`src/design/ext_bus_pins_defines.vh`:
```
// Constants for the external bus address, wait and port pin block.
// Included by ext_bus_pins.v; holds definitions only.
`ifndef EXT_BUS_PINS_DEFINES_VH
`define EXT_BUS_PINS_DEFINES_VH

// Bus-cycle state codes
`define ST_IDLE        3'h0
`define ST_ADDR        3'h1
`define ST_DATA1       3'h2
`define ST_WAIT        3'h3
`define ST_LAST        3'h4

// Field positions within the 22-bit external address
`define ADDR_W         22
`define ADDR_LOW_LSB   1
`define ADDR_LOW_MSB   4
`define ADDR_MID_LSB   5
`define ADDR_MID_MSB   12

// Reset values
`define ADDR_RESET     22'h000000
`define DIR_RESET_P11  4'hF
`define DIR_RESET_P12  1'h1
`define PORT_RESET_P11 4'h0
`define PORT_RESET_P12 1'h0
`define PORT_RESET_P10 8'h00
`define DIR_RESET_P10  8'hFF

// Bus clock divider: half period in core cycles
`define BUSCLK_HALF    1

`endif

```
`src/design/ext_bus_pins.v`:
```
// External expansion bus pin logic: address groups on ports 10 and 11,
// wait input on port 12, bus clock output, reset and standby release.
// Assumes a bus requester that pulses a start with an address and a
// board that resolves pin levels from the active-low output enables.
`timescale 1ns/1ps
`include "ext_bus_pins_defines.vh"

// Behaviour
// RL1: In expansion mode port 10 pins drive address bits 5 to 12.
// RL2: In expansion mode port 11 low pins drive address bits 1 to 4.
// RL3: Address groups update at address-state rising edge; held when idle.
// RL4: Port 11 five bits, per-bit direction; top bit is input only.
// RL5: Lower four port 11 pins become address outputs when expanded.
// RL6: Port 12 single bit, own direction; alternate use is wait input.
// RL7: Wait sampled on falling edge in first data or wait state.
// RL8: Internal bus clock is driven out on a dedicated pin.
// RL9: Reset is asynchronous and overrides every other operation.
// RL10: Reset also releases any standby state.
// RL11: Address in first state; data in following data, wait, last.
// RL12: Mode register settings choose port or bus use of shared pins.
// RL13: Low wait inserts another wait state; high lets cycle finish.
module ext_bus_pins
#(
  // Core cycles per bus clock half period, 1 to 256
  parameter BUS_HALF = `BUSCLK_HALF
)
(
  // Clock and reset
  input  wire        core_clk_in,
  input  wire        resetn_in,
  // Bus requester
  input  wire        cycle_start_in,
  input  wire [21:0] cycle_addr_in,
  output reg         cycle_busy_out,
  output reg         cycle_done_out,
  // Mode, direction and port data settings
  input  wire        expand_mid_in,
  input  wire        expand_low_in,
  input  wire        wait_enable_in,
  input  wire [3:0]  port11_direction_in,
  input  wire        port12_direction_in,
  input  wire [7:0]  port10_data_in,
  input  wire [3:0]  port11_data_in,
  input  wire        port12_data_in,
  // Standby control
  input  wire        standby_enter_in,
  output reg         standby_out,
  // Port 10 pins
  output reg  [7:0]  port10_pins_out,
  output reg  [7:0]  port10_pins_oe_n_out,
  // Port 11 pins
  input  wire [4:0]  port11_pins_in,
  output reg  [3:0]  port11_pins_out,
  output reg  [3:0]  port11_pins_oe_n_out,
  output reg  [4:0]  port11_read_out,
  // Port 12 pin
  input  wire        port12_pin_in,
  output reg         port12_pin_out,
  output reg         port12_pin_oe_n_out,
  output reg         port12_read_out,
  // Bus clock
  output reg         bus_clock_output
);

  // ******************************************************************
  // Bus clock
  // ******************************************************************
  // The bus clock toggles after BUS_HALF core cycles. Sequencer and
  // wait sampler run on the core clock and use one-cycle strobes for
  // the bus edges, so no logic is clocked by a derived clock.
  // Limitation: the divider is 8 bits wide.
  reg  [7:0]  div_q;
  reg  [7:0]  div_d;
  reg         busclk_q;
  reg         busclk_d;
  wire        toggle_now;
  wire        rise_now;
  wire        fall_now;

  // Last count value of one half period
  function [7:0] half_last;
    input integer half;
    begin
      half_last = half[7:0] - 8'h01;
    end
  endfunction

  assign toggle_now = (div_q == half_last(BUS_HALF));
  assign rise_now   = toggle_now & ~busclk_q;
  assign fall_now   = toggle_now & busclk_q;

  always @*
  begin
    div_d    = div_q + 8'h01;
    busclk_d = busclk_q;
    if (toggle_now)
    begin
      div_d    = 8'h00;
      busclk_d = ~busclk_q;
    end
  end

  always @(posedge core_clk_in or negedge resetn_in)
  begin
    if (!resetn_in)
    begin
      div_q    <= 8'h00;
      busclk_q <= 1'h0;
    end
    else
    begin
      div_q    <= div_d;
      busclk_q <= busclk_d;
    end
  end

  always @(posedge core_clk_in or negedge resetn_in)
  begin
    if (!resetn_in)
      bus_clock_output <= 1'h0;
    else
      bus_clock_output <= busclk_d; // RL8
  end

  // ******************************************************************
  // Bus-cycle sequencer
  // ******************************************************************
  reg  [2:0]  state_q;
  reg  [2:0]  state_d;
  reg  [21:0] addr_q;
  reg  [21:0] addr_d;
  reg  [21:0] pend_addr_q;
  reg         pend_q;
  reg         wait_low_q;
  wire        wait_pin;

  // Wait comes from the port 12 pin only in its alternate use
  assign wait_pin = (wait_enable_in & port12_direction_in) ?
                    port12_pin_in : 1'h1; // RL6

  always @*
  begin
    state_d = state_q;
    addr_d  = addr_q;
    // States advance only on a rising bus edge
    if (rise_now)
    begin
      case (state_q)
        `ST_IDLE:
        begin
          if (pend_q)
          begin
            state_d = `ST_ADDR;
            addr_d  = pend_addr_q; // RL3 RL11
          end
        end
        `ST_ADDR:
          state_d = `ST_DATA1; // RL11
        `ST_DATA1,
        `ST_WAIT:
          state_d = wait_low_q ? `ST_WAIT : `ST_LAST; // RL13
        `ST_LAST:
          state_d = `ST_IDLE;
        default:
          state_d = `ST_IDLE;
      endcase
    end
  end

  // Address holds between cycles because only ST_IDLE exit loads it
  always @(posedge core_clk_in or negedge resetn_in)
  begin
    if (!resetn_in)
    begin
      state_q <= `ST_IDLE; // RL9
      addr_q  <= `ADDR_RESET;
    end
    else
    begin
      state_q <= state_d;
      addr_q  <= addr_d; // RL3
    end
  end

  // One request is held; a start while it pends is dropped
  always @(posedge core_clk_in or negedge resetn_in)
  begin
    if (!resetn_in)
    begin
      pend_q      <= 1'h0;
      pend_addr_q <= `ADDR_RESET;
    end
    else if (cycle_start_in && !pend_q)
    begin
      pend_q      <= 1'h1;
      pend_addr_q <= cycle_addr_in;
    end
    else if (rise_now && state_q == `ST_IDLE)
      pend_q <= 1'h0;
  end

  // First data state or an inserted wait state
  function in_data;
    input [2:0] st;
    begin
      in_data = (st == `ST_DATA1) || (st == `ST_WAIT);
    end
  endfunction

  // Sample on falling bus edge, only in first data or wait state
  always @(posedge core_clk_in or negedge resetn_in)
  begin
    if (!resetn_in)
      wait_low_q <= 1'h0;
    else if (fall_now && in_data(state_q))
      wait_low_q <= ~wait_pin; // RL7 RL13
  end

  always @(posedge core_clk_in or negedge resetn_in)
  begin
    if (!resetn_in)
    begin
      cycle_busy_out <= 1'h0;
      cycle_done_out <= 1'h0;
    end
    else
    begin
      // Busy covers the start edge itself so a second start waits
      cycle_busy_out <= (state_d != `ST_IDLE) | pend_q | cycle_start_in;
      cycle_done_out <= rise_now && (state_q == `ST_LAST);
    end
  end

  // ******************************************************************
  // Standby
  // ******************************************************************
  // Reset is the only release modelled here; entry is from the core.
  always @(posedge core_clk_in or negedge resetn_in)
  begin
    if (!resetn_in)
      standby_out <= 1'h0; // RL10
    // One entry pulse parks the core until the next reset
    else if (standby_enter_in)
      standby_out <= 1'h1;
  end

  // ******************************************************************
  // Pin multiplexing
  // ******************************************************************
  // Next pin values; every pin output is registered below
  reg  [7:0]  p10_d;
  reg  [7:0]  p10_oe_n_d;
  reg  [3:0]  p11_d;
  reg  [3:0]  p11_oe_n_d;
  reg         p12_oe_n_d;

  always @*
  begin
    p10_d      = port10_data_in;
    p10_oe_n_d = `DIR_RESET_P10;
    p11_d      = port11_data_in;
    p11_oe_n_d = port11_direction_in; // RL4
    if (expand_mid_in) // RL12
    begin
      p10_d      = addr_d[`ADDR_MID_MSB:`ADDR_MID_LSB]; // RL1
      p10_oe_n_d = 8'h00;
    end
    if (expand_low_in) // RL12
    begin
      p11_d      = addr_d[`ADDR_LOW_MSB:`ADDR_LOW_LSB]; // RL2
      p11_oe_n_d = 4'h0; // RL5
    end
    // In wait use the pin stays released so the far side can pull it
    p12_oe_n_d = port12_direction_in | wait_enable_in; // RL6
  end

  always @(posedge core_clk_in or negedge resetn_in)
  begin
    if (!resetn_in)
    begin
      port10_pins_out      <= `PORT_RESET_P10;
      port10_pins_oe_n_out <= `DIR_RESET_P10;
      port11_pins_out      <= `PORT_RESET_P11;
      port11_pins_oe_n_out <= `DIR_RESET_P11;
      port11_read_out      <= 5'h00;
      port12_pin_out       <= `PORT_RESET_P12;
      port12_pin_oe_n_out  <= `DIR_RESET_P12;
      port12_read_out      <= 1'h0;
    end
    else
    begin
      port10_pins_out      <= p10_d;
      port10_pins_oe_n_out <= p10_oe_n_d;
      port11_pins_out      <= p11_d;
      port11_pins_oe_n_out <= p11_oe_n_d;
      // Top bit is the subclock crystal input, never driven
      port11_read_out      <= port11_pins_in; // RL4
      port12_pin_out       <= port12_data_in;
      port12_pin_oe_n_out  <= p12_oe_n_d;
      port12_read_out      <= port12_pin_in;
    end
  end

endmodule // ext_bus_pins

```
`config.mk`:
```
export PLATFORM = sky130hd
export DESIGN_NAME = ext_bus_pins
export DESIGN_NICKNAME = d
export VERILOG_FILES = /design/src/design/ext_bus_pins.v
export VERILOG_INCLUDE_DIRS = /design/src /design/src/design
export SDC_FILE = /design/constraint.sdc
export NUM_CORES = 1
export LEC_CHECK = 0
export ABC_AREA = 1
export BUFFER_PORTS_ARGS = -buffer_cell sky130_fd_sc_hd__buf_2
export CAP_MARGIN = 0
export CORE_ASPECT_RATIO = 2
export CORE_MARGIN = 2
export CORE_UTILIZATION = 30
export DETAILED_ROUTE_END_ITERATION = 10
export GPL_ROUTABILITY_DRIVEN = 0
export PLACE_DENSITY = 0.51
export RECOVER_POWER = 50
export SETUP_SLACK_MARGIN = 0.02
export SLEW_MARGIN = 20
export SYNTH_ARGS = -nofsm -noshare
export SYNTH_HDL_FRONTEND = slang
export SYNTH_SLANG_ARGS = --single-unit
```
`constraint.sdc`:
```
create_clock -name core_clk_in -period 2 [get_ports core_clk_in]
set_input_delay 0.6 -clock core_clk_in [delete_from_list [all_inputs] [get_ports core_clk_in]]
set_output_delay 0.6 -clock core_clk_in [all_outputs]
set_load 0.01 [all_outputs]
```
# Yosys cells after proc, flatten, opt, wreduce, memory -nomap -nowiden
# Index checks and enable logic that the tools add are counted.
# W data, S select, Z words.
dict set report classes {
  n_reduce_logical 12
  addsub 1
  bitwise 8
  eq_ne 4
  mux 15
}
# cell count
set ops {}
lappend ops {{$mux W13} 3}
lappend ops {{$mux W8} 3}
lappend ops {{$mux W3} 3}
lappend ops {{$pmux W3 S3} 1}
lappend ops {{$add A8 B1 Y8 const B} 1}
lappend ops {{$logic_not A8 Y1} 1}
lappend ops {{$mux W4} 2}
lappend ops {{$eq A3 B2 Y1 const B} 2}
lappend ops {{$logic_and A1 B1 Y1} 4}
lappend ops {{$and A1 B1 Y1} 3}
lappend ops {{$eq A3 B1 Y1 const B} 1}
lappend ops {{$eq A3 B3 Y1 const B} 1}
lappend ops {{$logic_not A3 Y1} 1}
lappend ops {{$mux W1} 3}
lappend ops {{$or A1 B1 Y1} 3}
lappend ops {{$reduce_and A3 Y1} 1}
lappend ops {{$reduce_bool A3 Y1} 1}
lappend ops {{$not A1 Y1} 2}
lappend ops {{$reduce_bool A2 Y1} 1}
lappend ops {{$reduce_or A2 Y1} 1}
lappend ops {{$logic_not A1 Y1} 1}
lappend ops {{$logic_or A1 B1 Y1} 1}
dict set report totals {
  out_inout_bits 36
  reg_bits 75
  inputBits 53
  elab_cells 59
}

# Depth between registers and ports, before layout
# Gate-level depths: netlist of run 1.
dict set report depth {
  depth_word 7
  depth_mapped 11
  depth_no_buf 10
}

# Worst setup path before layout of run 1
# No wires, ideal clock.
dict set report synth_path {
  kind {reg-to-reg}
  start {register div_q[0]}
  end {register port10_pins_out[1]}
  setup_time_ps 116
  path_slack_ps 610
  stages_incl_launch_ff 11
  synth_period_minus_slack_ps 1390
  t_arrival_ps 1274
  cell_sequence {dfrtp_1 -> inv_1 -> ha_1 -> inv_1 -> nor2_4 -> nand3_4 -> buf_4 -> nand2_1 -> nand2_2 -> nand2_1 -> nand2_1}
}
dict set report synth_between {
  elab_chain_cells 4
}
# item line
set synth_lines {}
lappend synth_lines {{from (decl)} ext_bus_pins.v:72} ;# reg [7:0] div_q;
lappend synth_lines {{from (signal assigned)} ext_bus_pins.v:112} ;# div_q <= div_d;
lappend synth_lines {{$logic_not A8 Y1} ext_bus_pins.v:88} ;# assign toggle_now = (div_q == half_last(BUS_HALF));
lappend synth_lines {{$and A1 B1 Y1} ext_bus_pins.v:89} ;# assign rise_now = toggle_now & ~busclk_q;
lappend synth_lines {{$mux W13} ext_bus_pins.v:146} ;# if (rise_now)
lappend synth_lines {{named net addr_d[6]} ext_bus_pins.v:131} ;# reg [21:0] addr_d;
lappend synth_lines {{$mux W8} ext_bus_pins.v:263} ;# if (expand_mid_in)
lappend synth_lines {{named net p10_d[1]} ext_bus_pins.v:251} ;# reg [7:0] p10_d;
lappend synth_lines {{to (signal assigned)} ext_bus_pins.v:281} ;# port10_pins_out <= `PORT_RESET_P10;
lappend synth_lines {{to (signal assigned)} ext_bus_pins.v:292} ;# port10_pins_out <= p10_d;
lappend synth_lines {{to (decl)} ext_bus_pins.v:49} ;# output reg [7:0] port10_pins_out,
# The timed path passes the listed nets, and every way through them passes these cells.
# A chain may end at the register's enable or synchronous reset.

# Worst setup path after layout of run 1
# Same ends and word-level chain as after synthesis.

==> results of run 1 <==
-- through the flow --
stage,area (µm²),utilization [%],power (mW),hold WS [ns],std cells
after CTS,3815,38.07,5.150,0.1516,551
after global routing,3799,37.91,5.441,0.3241,551
after global placement,3490,34.83,3.416,0.4542,535
final,3799,37.91,5.032,0.2678,551
after floorplan,3050,-,3.060,0.3044,337
after detailed placement,3490,34.83,3.444,0.4564,535
-- layer usage --
metal  share of wire [%]  track usage (%)  vias up  wire length [µm]
met1                  33            12.79     1083              2209
met2                  61            25.26       45              4020
met5                   0                0        -                 0
li1                    -                -     1171                 -
met4                 2.9            6.667        0               193
met3                 3.3            3.796       15               220
-- layout by cell type (no fill, tap or decap), types with 2 or more instances in the layout --
master / count
clkbuf_8: 4
o21ai_1: 18
clkinvlp_4: 2
nor3_1: 3
nor2_4: 3
ha_1: 2
buf_2: 75
nand2_1: 100
xor2_1: 2
o21ai_0: 12
mux2_1: 10
nand2_2: 22
mux2_2: 2
inv_1: 36
clkbuf_16: 9
nor2_1: 14
inv_2: 9
nand3_1: 12
or2_2: 2
dfrtp_1: 60
clkbuf_1: 3
dfstp_2: 6
-- kinds of logic after synthesis --
logic type	count (synthesis)	synth area share, %
AOI/OAI and AO/OA	30	4.922
buffers and inverters	64	10.71
xor gates and xnor gates	2	0.5743
muxes	12	4.430
DFF	66	54.39
and+or+nand+nor	161	24.16
adders and majority gates	2	0.8202
-- cell type report --
cell class,count,area (µm²)
clock buffers,13,280.3
clock inverters,3,45.04
fillers,1085,6221
repair buffers,80,401.6
multi-input cells,207,1065
inverters,47,178.9
flip-flops and latches,66,1659
well taps,135,168.9
-- final timing paths --
path,startpoint,to,slack [ns],depth (start not counted)
worst min register to register,standby_out$_DFFE_PN0P_,standby_out$_DFFE_PN0P_,0.47,1
worst max register to register,div_q[0]$_DFF_PN0_,port10_pins_out[1]$_DFF_PN0_,0.32,10
min in group core_clk_in,port11_pins_in[0],port11_read_out[0]$_DFF_PN0_,0.37,1
worst min-delay path,resetn_in,div_q[5]$_DFF_PN0_,0.27,1
max in group asynchronous,resetn_in,addr_q[12]$_DFF_PN0_,0.48,2
worst max-delay path,div_q[0]$_DFF_PN0_,port10_pins_out[1]$_DFF_PN0_,0.32,10
-- report_power, final --
group	leakage (nW)	internal (mW)	switching (mW)
combinational	1.07	0.559	0.821
clock	0.154	1.10	0.570
sequential	0.795	1.73	0.251
-- sequential cells by signal, indices dropped and copies added (netlist names) --
signal	count
div_q	8
port11_pins_out	4
port10_pins_out	8
addr_q	12
state_q	3
pend_addr_q	12
standby_out	1
cycle_busy_out	1
port12_pin_oe_n_out	1
port12_pin_out	1
pend_q	1
cycle_done_out	1
wait_low_q	1
port11_pins_oe_n_out	4
port11_read_out	5
port12_read_out	1
bus_clock_output	1
port10_pins_oe_n_out	1
-- critical path: stages (launching register included) --
cell and delay [ns]:
dfrtp_1 0.40, inv_1 0.07, ha_1 0.18, inv_1 0.08
nor2_4 0.12, nand3_4 0.22, inv_4 0.25, nand2_2 0.08
nand2_2 0.08, nand2_1 0.06, nand2_1 0.07
==> impl_metrics.json, run 1 <==
{
  "skew_ns": 0.004341,
  "avgRoutedWirePerCell_um": 12.06,
  "post_cts_buffers": 0,
  "area_delta_synth_final_pct": 24.53,
  "io_pins": 89,
  "ys.flop_type": "dfrtp_1",
  "routed_wl_um": 6643,
  "hold_class": "in -> async",
  "die_area_um2": 11040,
  "postSynthCellCount": 337,
  "clock-sinks": 66,
  "yosys_warnings": 0,
  "rows": 52,
  "min_period_ns": 1.680,
  "drv_cap": 0,
  "ys_seq_area_share_pct": 54.39,
  "synth_top_area_share_pct": 49.22,
  "ant_nets": 0,
  "ys_seq_elements": 66,
  "cp-end-kind": "flop",
  "worst_slew_pin_slew_ns": 0.7539,
  "cts_resized": 0,
  "drcViolationCount": 0,
  "clk-insertion-delay-late_ns": 0.33,
  "yosysUniqueCellTypes": 27,
  "total_leakage_power_nw": 2.018,
  "crit_required_ns": 2.27,
  "initial_utilization_pct": 30.44,
  "synth_area_um2": 3050,
  "max_freq_mhz": 595.2,
  "io_buffers": 78,
  "setup_tns_ns": 0,
  "die_x_um": 75.30,
  "htree_levels": 3,
  "holdBufCountCts": 0,
  "diodes": 0,
  "drt-vias-per-instance": 4.200,
  "yosysTopAreaCell": "dfrtp_1",
  "nNetsFinal": 466,
  "ys_async_sr_fraction_pct": 100.0,
  "finalHoldViolations": 0,
  "grt_pass1_wl_um": 11040,
  "maxSlewViolCount": 0,
  "clk_path_buf_depth": 2,
  "track_usage_pct": 13.62,
  "p_per_area_nw_per_um2": 1325,
  "dr.pass1.iters": 6,
  "syn_area_per_cell_um2": 9.052,
  "worstPathArrival_ns": 1.95,
  "synth_common_cells": "nand2_1 (100), dfrtp_1 (60), inv_1 (36), nand2_2 (22), o21ai_1 (18)",
  "grt-ovfl-total": 0,
  "peakVddDrop_uv": 630.2,
  "cts-root-buf": "clkbuf_16",
  "crit_fanout": 16,
  "tritoncts": "built",
  "synth_area_leaders": "dfrtp_1 (49%), nand2_1 (12%), dfstp_2 (5.2%)",
  "synth_edf_count": 0,
  "antenna_found_initial": 0,
  "setup_slack_ns": 0.3198,
  "vias": 2314,
  "slew_headroom_pct": 49.74,
  "die_y_um": 146.6,
  "cts_buffers": 9,
  "grt_start_max_net_pins": 56,
  "start_kind": "flop",
  "synth.most_common_cell": "nand2_1",
  "drtIter0Drc": 109,
  "status": "complete, no violations",
  "setup_viol": 0,
  "first_global_vias": 2416,
  "core-area_um2": 10020,
  "syn_nets": 392,
  "clkTransAtPathRegs_ns": 0.06,
  "dp_hpwl_um": 5050,
  "worst-setup-path-type": "reg -> reg",
  "place_ws_ns": 0.2767,
  "fin_crit_sh_pct": 84.01,
  "rsz0062_at_grt": "false",
  "final_layout_size_suffix_gt1_share_pct": 33.89
}
(Power assumes the default switching activity.)
==> run 2, diff against run 1 <==
ABC_AREA = 0   (was 1)
PLACE_DENSITY = 0.54   (was 0.51)
clock period = 1.4 ns   (was 2 ns; I/O delays follow)
==> impl_metrics.json, run 2 <==
{
  "max_freq_mhz": 536.2,
  "core-area_um2": 8292,
  "rsz0062_at_grt": "true",
  "yosys_warnings": 0,
  "io_buffers": 78,
  "diodes": 0,
  "r2r_slack_ns": -0.46,
  "hold_path_depth": 1,
  "setup_viol": 42,
  "total_leakage_power_nw": 1.828,
  "cp_cell_sequence": "inv_1 > ha_2 > nor4b_4 > and3_4 > buf_12 > mux2_4 > mux2_2",
  "violations": "negative setup slack",
  "syn_area_per_cell_um2": 13.72,
  "finalNonFillerCells": 399,
  "maxSlewViolCount": 0,
  "final_common_cell": "buf_2",
  "start_kind": "flop",
  "final_cell_mix": "buf_2 (64), dfrtp_1 (60), buf_4 (24)",
  "rows": 47,
  "holdBufCountCts": 0,
  "vias": 1765,
  "synth_common_cells": "dfrtp_1 (60), mux2_2 (21), nand2_1 (20), nor2_1 (13)",
  "synth_top_area_share_pct": 58.51,
  "ant_nets": 0,
  "htree_levels": 3,
  "dp_cells": 375,
  "p_per_area_nw_per_um2": 1687,
  "nNetsFinal": 351,
  "clk-insertion-delay-late_ns": 0.33,
  "drcViolationCount": 0,
  "track_usage_pct": 11.88,
  "ys_async_sr_fraction_pct": 100.0,
  "syn_nets": 242,
  "r2r_cells": 7,
  "cpMaxStageDelayCell": "dfrtp_1",
  "ys.flop_type": "dfrtp_1",
  "finalHoldViolations": 0,
  "first_global_vias": 1872,
  "hold_class": "in -> reg",
  "synth.most_common_cell": "dfrtp_1",
  "clkTransAtPathRegs_ns": 0.05,
  "synth_area_leaders": "dfrtp_1 (59%), mux2_2 (9.2%), dfstp_2 (6.1%)",
  "cts-root-buf": "clkbuf_16",
  "slew_headroom_pct": 40.16,
  "yosysUniqueCellTypes": 27,
  "place_ws_ns": -0.4953,
  "fillers": 765,
  "clock-sinks": 66,
  "peakVddDrop_uv": 627.8,
  "ys_seq_elements": 66,
  "worst-setup-path-type": "reg -> reg",
  "die_area_um2": 9355,
  "min_period_ns": 1.865,
  "antenna_found_initial": 0,
  "grt_start_max_net_pins": 67,
  "status": "finished with violations",
  "clk_path_buf_depth": 2,
  "synth_area_um2": 2566,
  "worst_slew_pin_slew_ns": 0.8976,
  "drtIter0Drc": 99,
  "dp_hpwl_um": 3704,
  "routed_wl_um": 5258,
  "skew_ns": 0.003912,
  "final_layout_size_suffix_gt1_share_pct": 58.14,
  "area_delta_synth_final_pct": 44.56,
  "yosysTopAreaCell": "dfrtp_1",
  "setup_slack_ns": -0.4649,
  "avgRoutedWirePerCell_um": 13.18,
  "worst-path-stages": 7,
  "initial_utilization_pct": 30.95,
  "critPathMaxStageDelay_ns": 0.38,
  "tritoncts": "built",
  "die_x_um": 69.40,
  "cts_buffers": 9,
  "ys_seq_area_share_pct": 64.65,
  "synth_edf_count": 0,
  "reg_top3": "addr_q (12), pend_addr_q (12)",
  "dr.pass1.iters": 4,
  "worstPathArrival_ns": 2.07,
  "grt_pass1_wl_um": 8521,
  "die_y_um": 134.8,
  "postSynthCellCount": 187,
  "worst-path-buf-inv": 2,
  "crit_required_ns": 1.61,
  "crit_fanout": 8,
  "drv_cap": 0,
  "fin_crit_sh_pct": 133.2,
  "io_pins": 89,
  "crit_family": "multiplexers",
  "drt-vias-per-instance": 4.424,
  "grt-ovfl-total": 0,
  "cp-end-kind": "flop"
}
==> run 2: cell count changes after synthesis, sizes merged, moves of 5 or more <==
| cell | before | now |
|---|---|---|
| xnor2 | 0 | 6 |
| inv | 46 | 6 |
| nand3 | 13 | 7 |
| nand2 | 123 | 20 |
| buf | 17 | 10 |
| o21ai | 30 | 0 |
| nor2b | 0 | 7 |
| nor2 | 18 | 13 |
| a31oi | 0 | 6 |
| mux2 | 12 | 27 |
==> run 2: cells by family after synthesis <==
group                      after synthesis  share of synthesized area [%]
xor gates and xnor gates                 7                          2.389
adders and majority gates                2                         0.9750
buffers and inverters                   18                          4.388
muxes                                   29                          13.51
DFF                                     66                          64.65
AOI/OAI and AO/OA                        7                          1.658
and+or+nand+nor                         58                          12.43
==> run 2: worst paths after layout <==
path	startpoint	endpoint
setup reg to reg	div_q[1]$_DFF_PN0_	port10_pins_out[4]$_DFF_PN0_
setup / recovery	div_q[1]$_DFF_PN0_	port10_pins_out[4]$_DFF_PN0_
min in group asynchronous	resetn_in	pend_addr_q[10]$_DFFE_PN0P_
hold reg to reg	standby_out$_DFFE_PN0P_	standby_out$_DFFE_PN0P_
max in group asynchronous	resetn_in	port12_pin_out$_DFF_PN0_
hold / removal	port11_pins_in[3]	port11_read_out[3]$_DFF_PN0_
==> run 2: metal layers <==
layer / up-vias / global-route usage, % / wire length [µm]
li1: 835 / - / -
met1: 861 / 11.39 / 1897
met2: 52 / 21.69 / 2950
met3: 17 / 2.687 / 192
met4: 0 / 8.715 / 216
met5: - / 0 / 0
==> run 2: report_power, final <==
group          switching, mW  internal [mW]  total (mW)
Sequential             0.237           2.50        2.74
Clock                  0.755           1.34        2.09
Combinational          0.614          0.815        1.43
Total                   1.61           4.65        6.26
==> run 2: layout make-up <==
cell class	count	area [µm²]	share of cell area (%)
clock buffer	14	274.0	7.386
clock inverter	2	10.01	0.2698
inverter	6	22.52	0.6071
multi-input combinational	103	868.3	23.41
sequential	66	1659	44.72
tap	98	122.6	3.305
timing repair buffer	110	753.2	20.30
==> run 2: stage by stage <==
stage          TNS (ns)  power, mW  hold slack [ns]  util, %  area [µm²]
6_report         -8.985      6.258           0.1970    44.74        3710
5_1_grt          -13.82      6.608           0.1873    44.74        3710
4_1_cts          -9.408      6.267           0.1159    43.79        3631
3_5_place_dp     -7.438      4.087           0.4489    38.63        3203
3_3_place_gp     -5.788      4.047           0.4428    38.63        3203
2_1_floorplan    -5.469      3.528           0.1244        -        2576
==> run 2: what timing repair did <==
| item | 4_1_cts | 5_1_grt |
|---|---|---|
| endpoints found under the hold margin | 0 | 0 |
| resized for setup | 20 | 21 |
| endpoints found under the setup margin | 46 | 47 |
| pin swaps | 2 | 9 |
| setup buffers | 5 | 4 |
==> run 3, diff against run 2 <==
CAP_MARGIN = 5   (was 0)
CORE_ASPECT_RATIO = 0.75   (was 2)
==> impl_metrics.json, run 3 (same netlist as run 2, synthesis figures left out) <==
{
  "tritoncts": "built",
  "maxSlewViolCount": 0,
  "crit_family": "multiplexers",
  "rows": 29,
  "final_cell_mix": "buf_2 (61), dfrtp_1 (60), buf_4 (24)",
  "final_layout_size_suffix_gt1_share_pct": 59.27,
  "cp_cell_sequence": "inv_1 > ha_2 > nor4b_4 > and3_4 > buf_12 > mux2_4 > mux2_4",
  "grt_util_met2_pct": 18.29,
  "ant_nets": 0,
  "grt_start_max_net_pins": 33,
  "dr.pass1.iters": 4,
  "initial_utilization_pct": 30.62,
  "peakVddDrop_uv": 701.1,
  "htree_levels": 3,
  "rsz0062_at_grt": "true",
  "area_delta_synth_final_pct": 48.66,
  "drtIter0Drc": 93,
  "clk_path_buf_depth": 2,
  "postLayoutCoreUtil_pct": 45.51,
  "start_kind": "flop",
  "critPathMaxStageDelay_ns": 0.37,
  "fin_crit_sh_pct": 134.8,
  "core-area_um2": 8382,
  "violations": "negative setup slack",
  "avgRoutedWirePerCell_um": 13.07,
  "cts_buffers": 9,
  "clock-sinks": 66,
  "min_period_ns": 1.888,
  "slew_headroom_pct": 48.75,
  "worst-path-buf-inv": 2,
  "skew_ns": 0.004611,
  "place_area_um2": 3236,
  "die_x_um": 110.8,
  "met1_usage_pct": 16.87,
  "whs_ns": 0.1439,
  "drt-vias-per-instance": 4.283,
  "setup_viol": 42,
  "track_usage_pct": 12.54,
  "p_per_area_nw_per_um2": 1742,
  "status": "finished with violations",
  "cpMaxStageDelayCell": "dfrtp_1",
  "worstPathArrival_ns": 2.10,
  "post-route-cell-area_um2": 3815,
  "dp_hpwl_um": 3695,
  "antenna_found_initial": 0,
  "path_common_cell": "mux2_4",
  "io_buffers": 78,
  "nNetsFinal": 352,
  "max_freq_mhz": 529.7,
  "grt_use_met3_pct": 5.084,
  "final_common_cell": "buf_2",
  "worst_slew_pin_slew_ns": 0.7688,
  "grt_pass1_wl_um": 9045,
  "cts-root-buf": "clkbuf_16",
  "grt-ovfl-total": 0,
  "clkTransAtPathRegs_ns": 0.06,
  "hold_class": "in -> async",
  "total_leakage_power_nw": 1.879,
  "reg_top3": "addr_q (12), pend_addr_q (12)",
  "cp-end-kind": "flop",
  "routed_wl_um": 5359,
  "worst-setup-path-type": "reg -> reg",
  "crit_required_ns": 1.61,
  "holdBufCountCts": 0,
  "vias": 1756,
  "crit_fanout": 5,
  "grt-busiest-layer": "met2",
  "diodes": 0,
  "finalHoldViolations": 0,
  "setup_tns_ns": -10.57,
  "die_area_um2": 9317,
  "drv_cap": 0,
  "clk-insertion-delay-late_ns": 0.32,
  "io_pins": 89,
  "first_global_vias": 1814,
  "setup_slack_ns": -0.4878,
  "drcViolationCount": 0,
  "die_y_um": 84.10
}
## run 3: changes by cell type in the layout (fill, tap and decap cells not counted), moves of 2 or more
cell	before	now
bufinv_16	0	2
clkbuf_8	3	0
buf_2	64	61
buf_6	20	18
nand2_4	1	4
inv_2	2	0
nand2_2	4	7
inv_1	4	6
clkbuf_1	2	4
nand2_1	15	9
## run 3: timing repair
item,in CTS,in global routing
resized for setup,27,25
buffers inserted,6,3
endpoints found under the setup margin,48,50
gates cloned,1,0
pin swaps,5,10
## run 3: metrics by stage
| stage | std cells | total power [mW] | worst slack, ns |
|---|---|---|---|
| finish | 410 | 6.646 | -0.4878 |
| global route | 410 | 7.048 | -0.5519 |
| CTS | 408 | 6.649 | -0.4774 |
| detailed placement | 386 | 4.114 | -0.4985 |
| global placement | 386 | 4.075 | -0.4330 |
| floorplan | 187 | 3.528 | -0.5118 |
## run 3: worst paths after layout
check | slack (ns) | cells past startpoint | to | startpoint
worst max register to register | -0.49 | 7 | port11_pins_out[1]$_DFF_PN0_ | div_q[1]$_DFF_PN0_
max in group asynchronous | 0.25 | 2 | bus_clock_output$_DFFE_PN0N_ | resetn_in
worst min register to register | 0.46 | 1 | standby_out$_DFFE_PN0P_ | standby_out$_DFFE_PN0P_
min in group core_clk_in | 0.20 | 1 | port11_read_out[0]$_DFF_PN0_ | port11_pins_in[0]
worst max-delay path | -0.49 | 7 | port11_pins_out[1]$_DFF_PN0_ | div_q[1]$_DFF_PN0_
worst min-delay path | 0.14 | 1 | pend_addr_q[2]$_DFFE_PN0P_ | resetn_in
## run 3: layer usage
| layer | wire (µm) | part of all wire (%) | up-vias |
|---|---|---|---|
| met2 | 2412 | 45 | 64 |
| met5 | 0 | 0 | - |
| met1 | 2485 | 46 | 845 |
| met4 | 70 | 1.3 | 0 |
| met3 | 390 | 7.3 | 8 |
| li1 | - | - | 839 |
## run 3: layout make-up
| type | count | area [µm²] |
|---|---|---|
| multi-input combinational | 103 | 904.6 |
| sequential | 66 | 1659 |
| tap | 108 | 135.1 |
| clock inverter | 6 | 90.09 |
| inverter | 6 | 22.52 |
| fill | 792 | 4567 |
| timing repair buffer | 111 | 774.5 |
| clock buffer | 10 | 229.0 |
## run 3: where the power goes
part | total (mW) | internal, mW | leakage, nW | switching (mW)
combinational | 1.50 | 0.870 | 0.942 | 0.631
sequential | 2.78 | 2.50 | 0.784 | 0.280
clock | 2.37 | 1.56 | 0.153 | 0.802
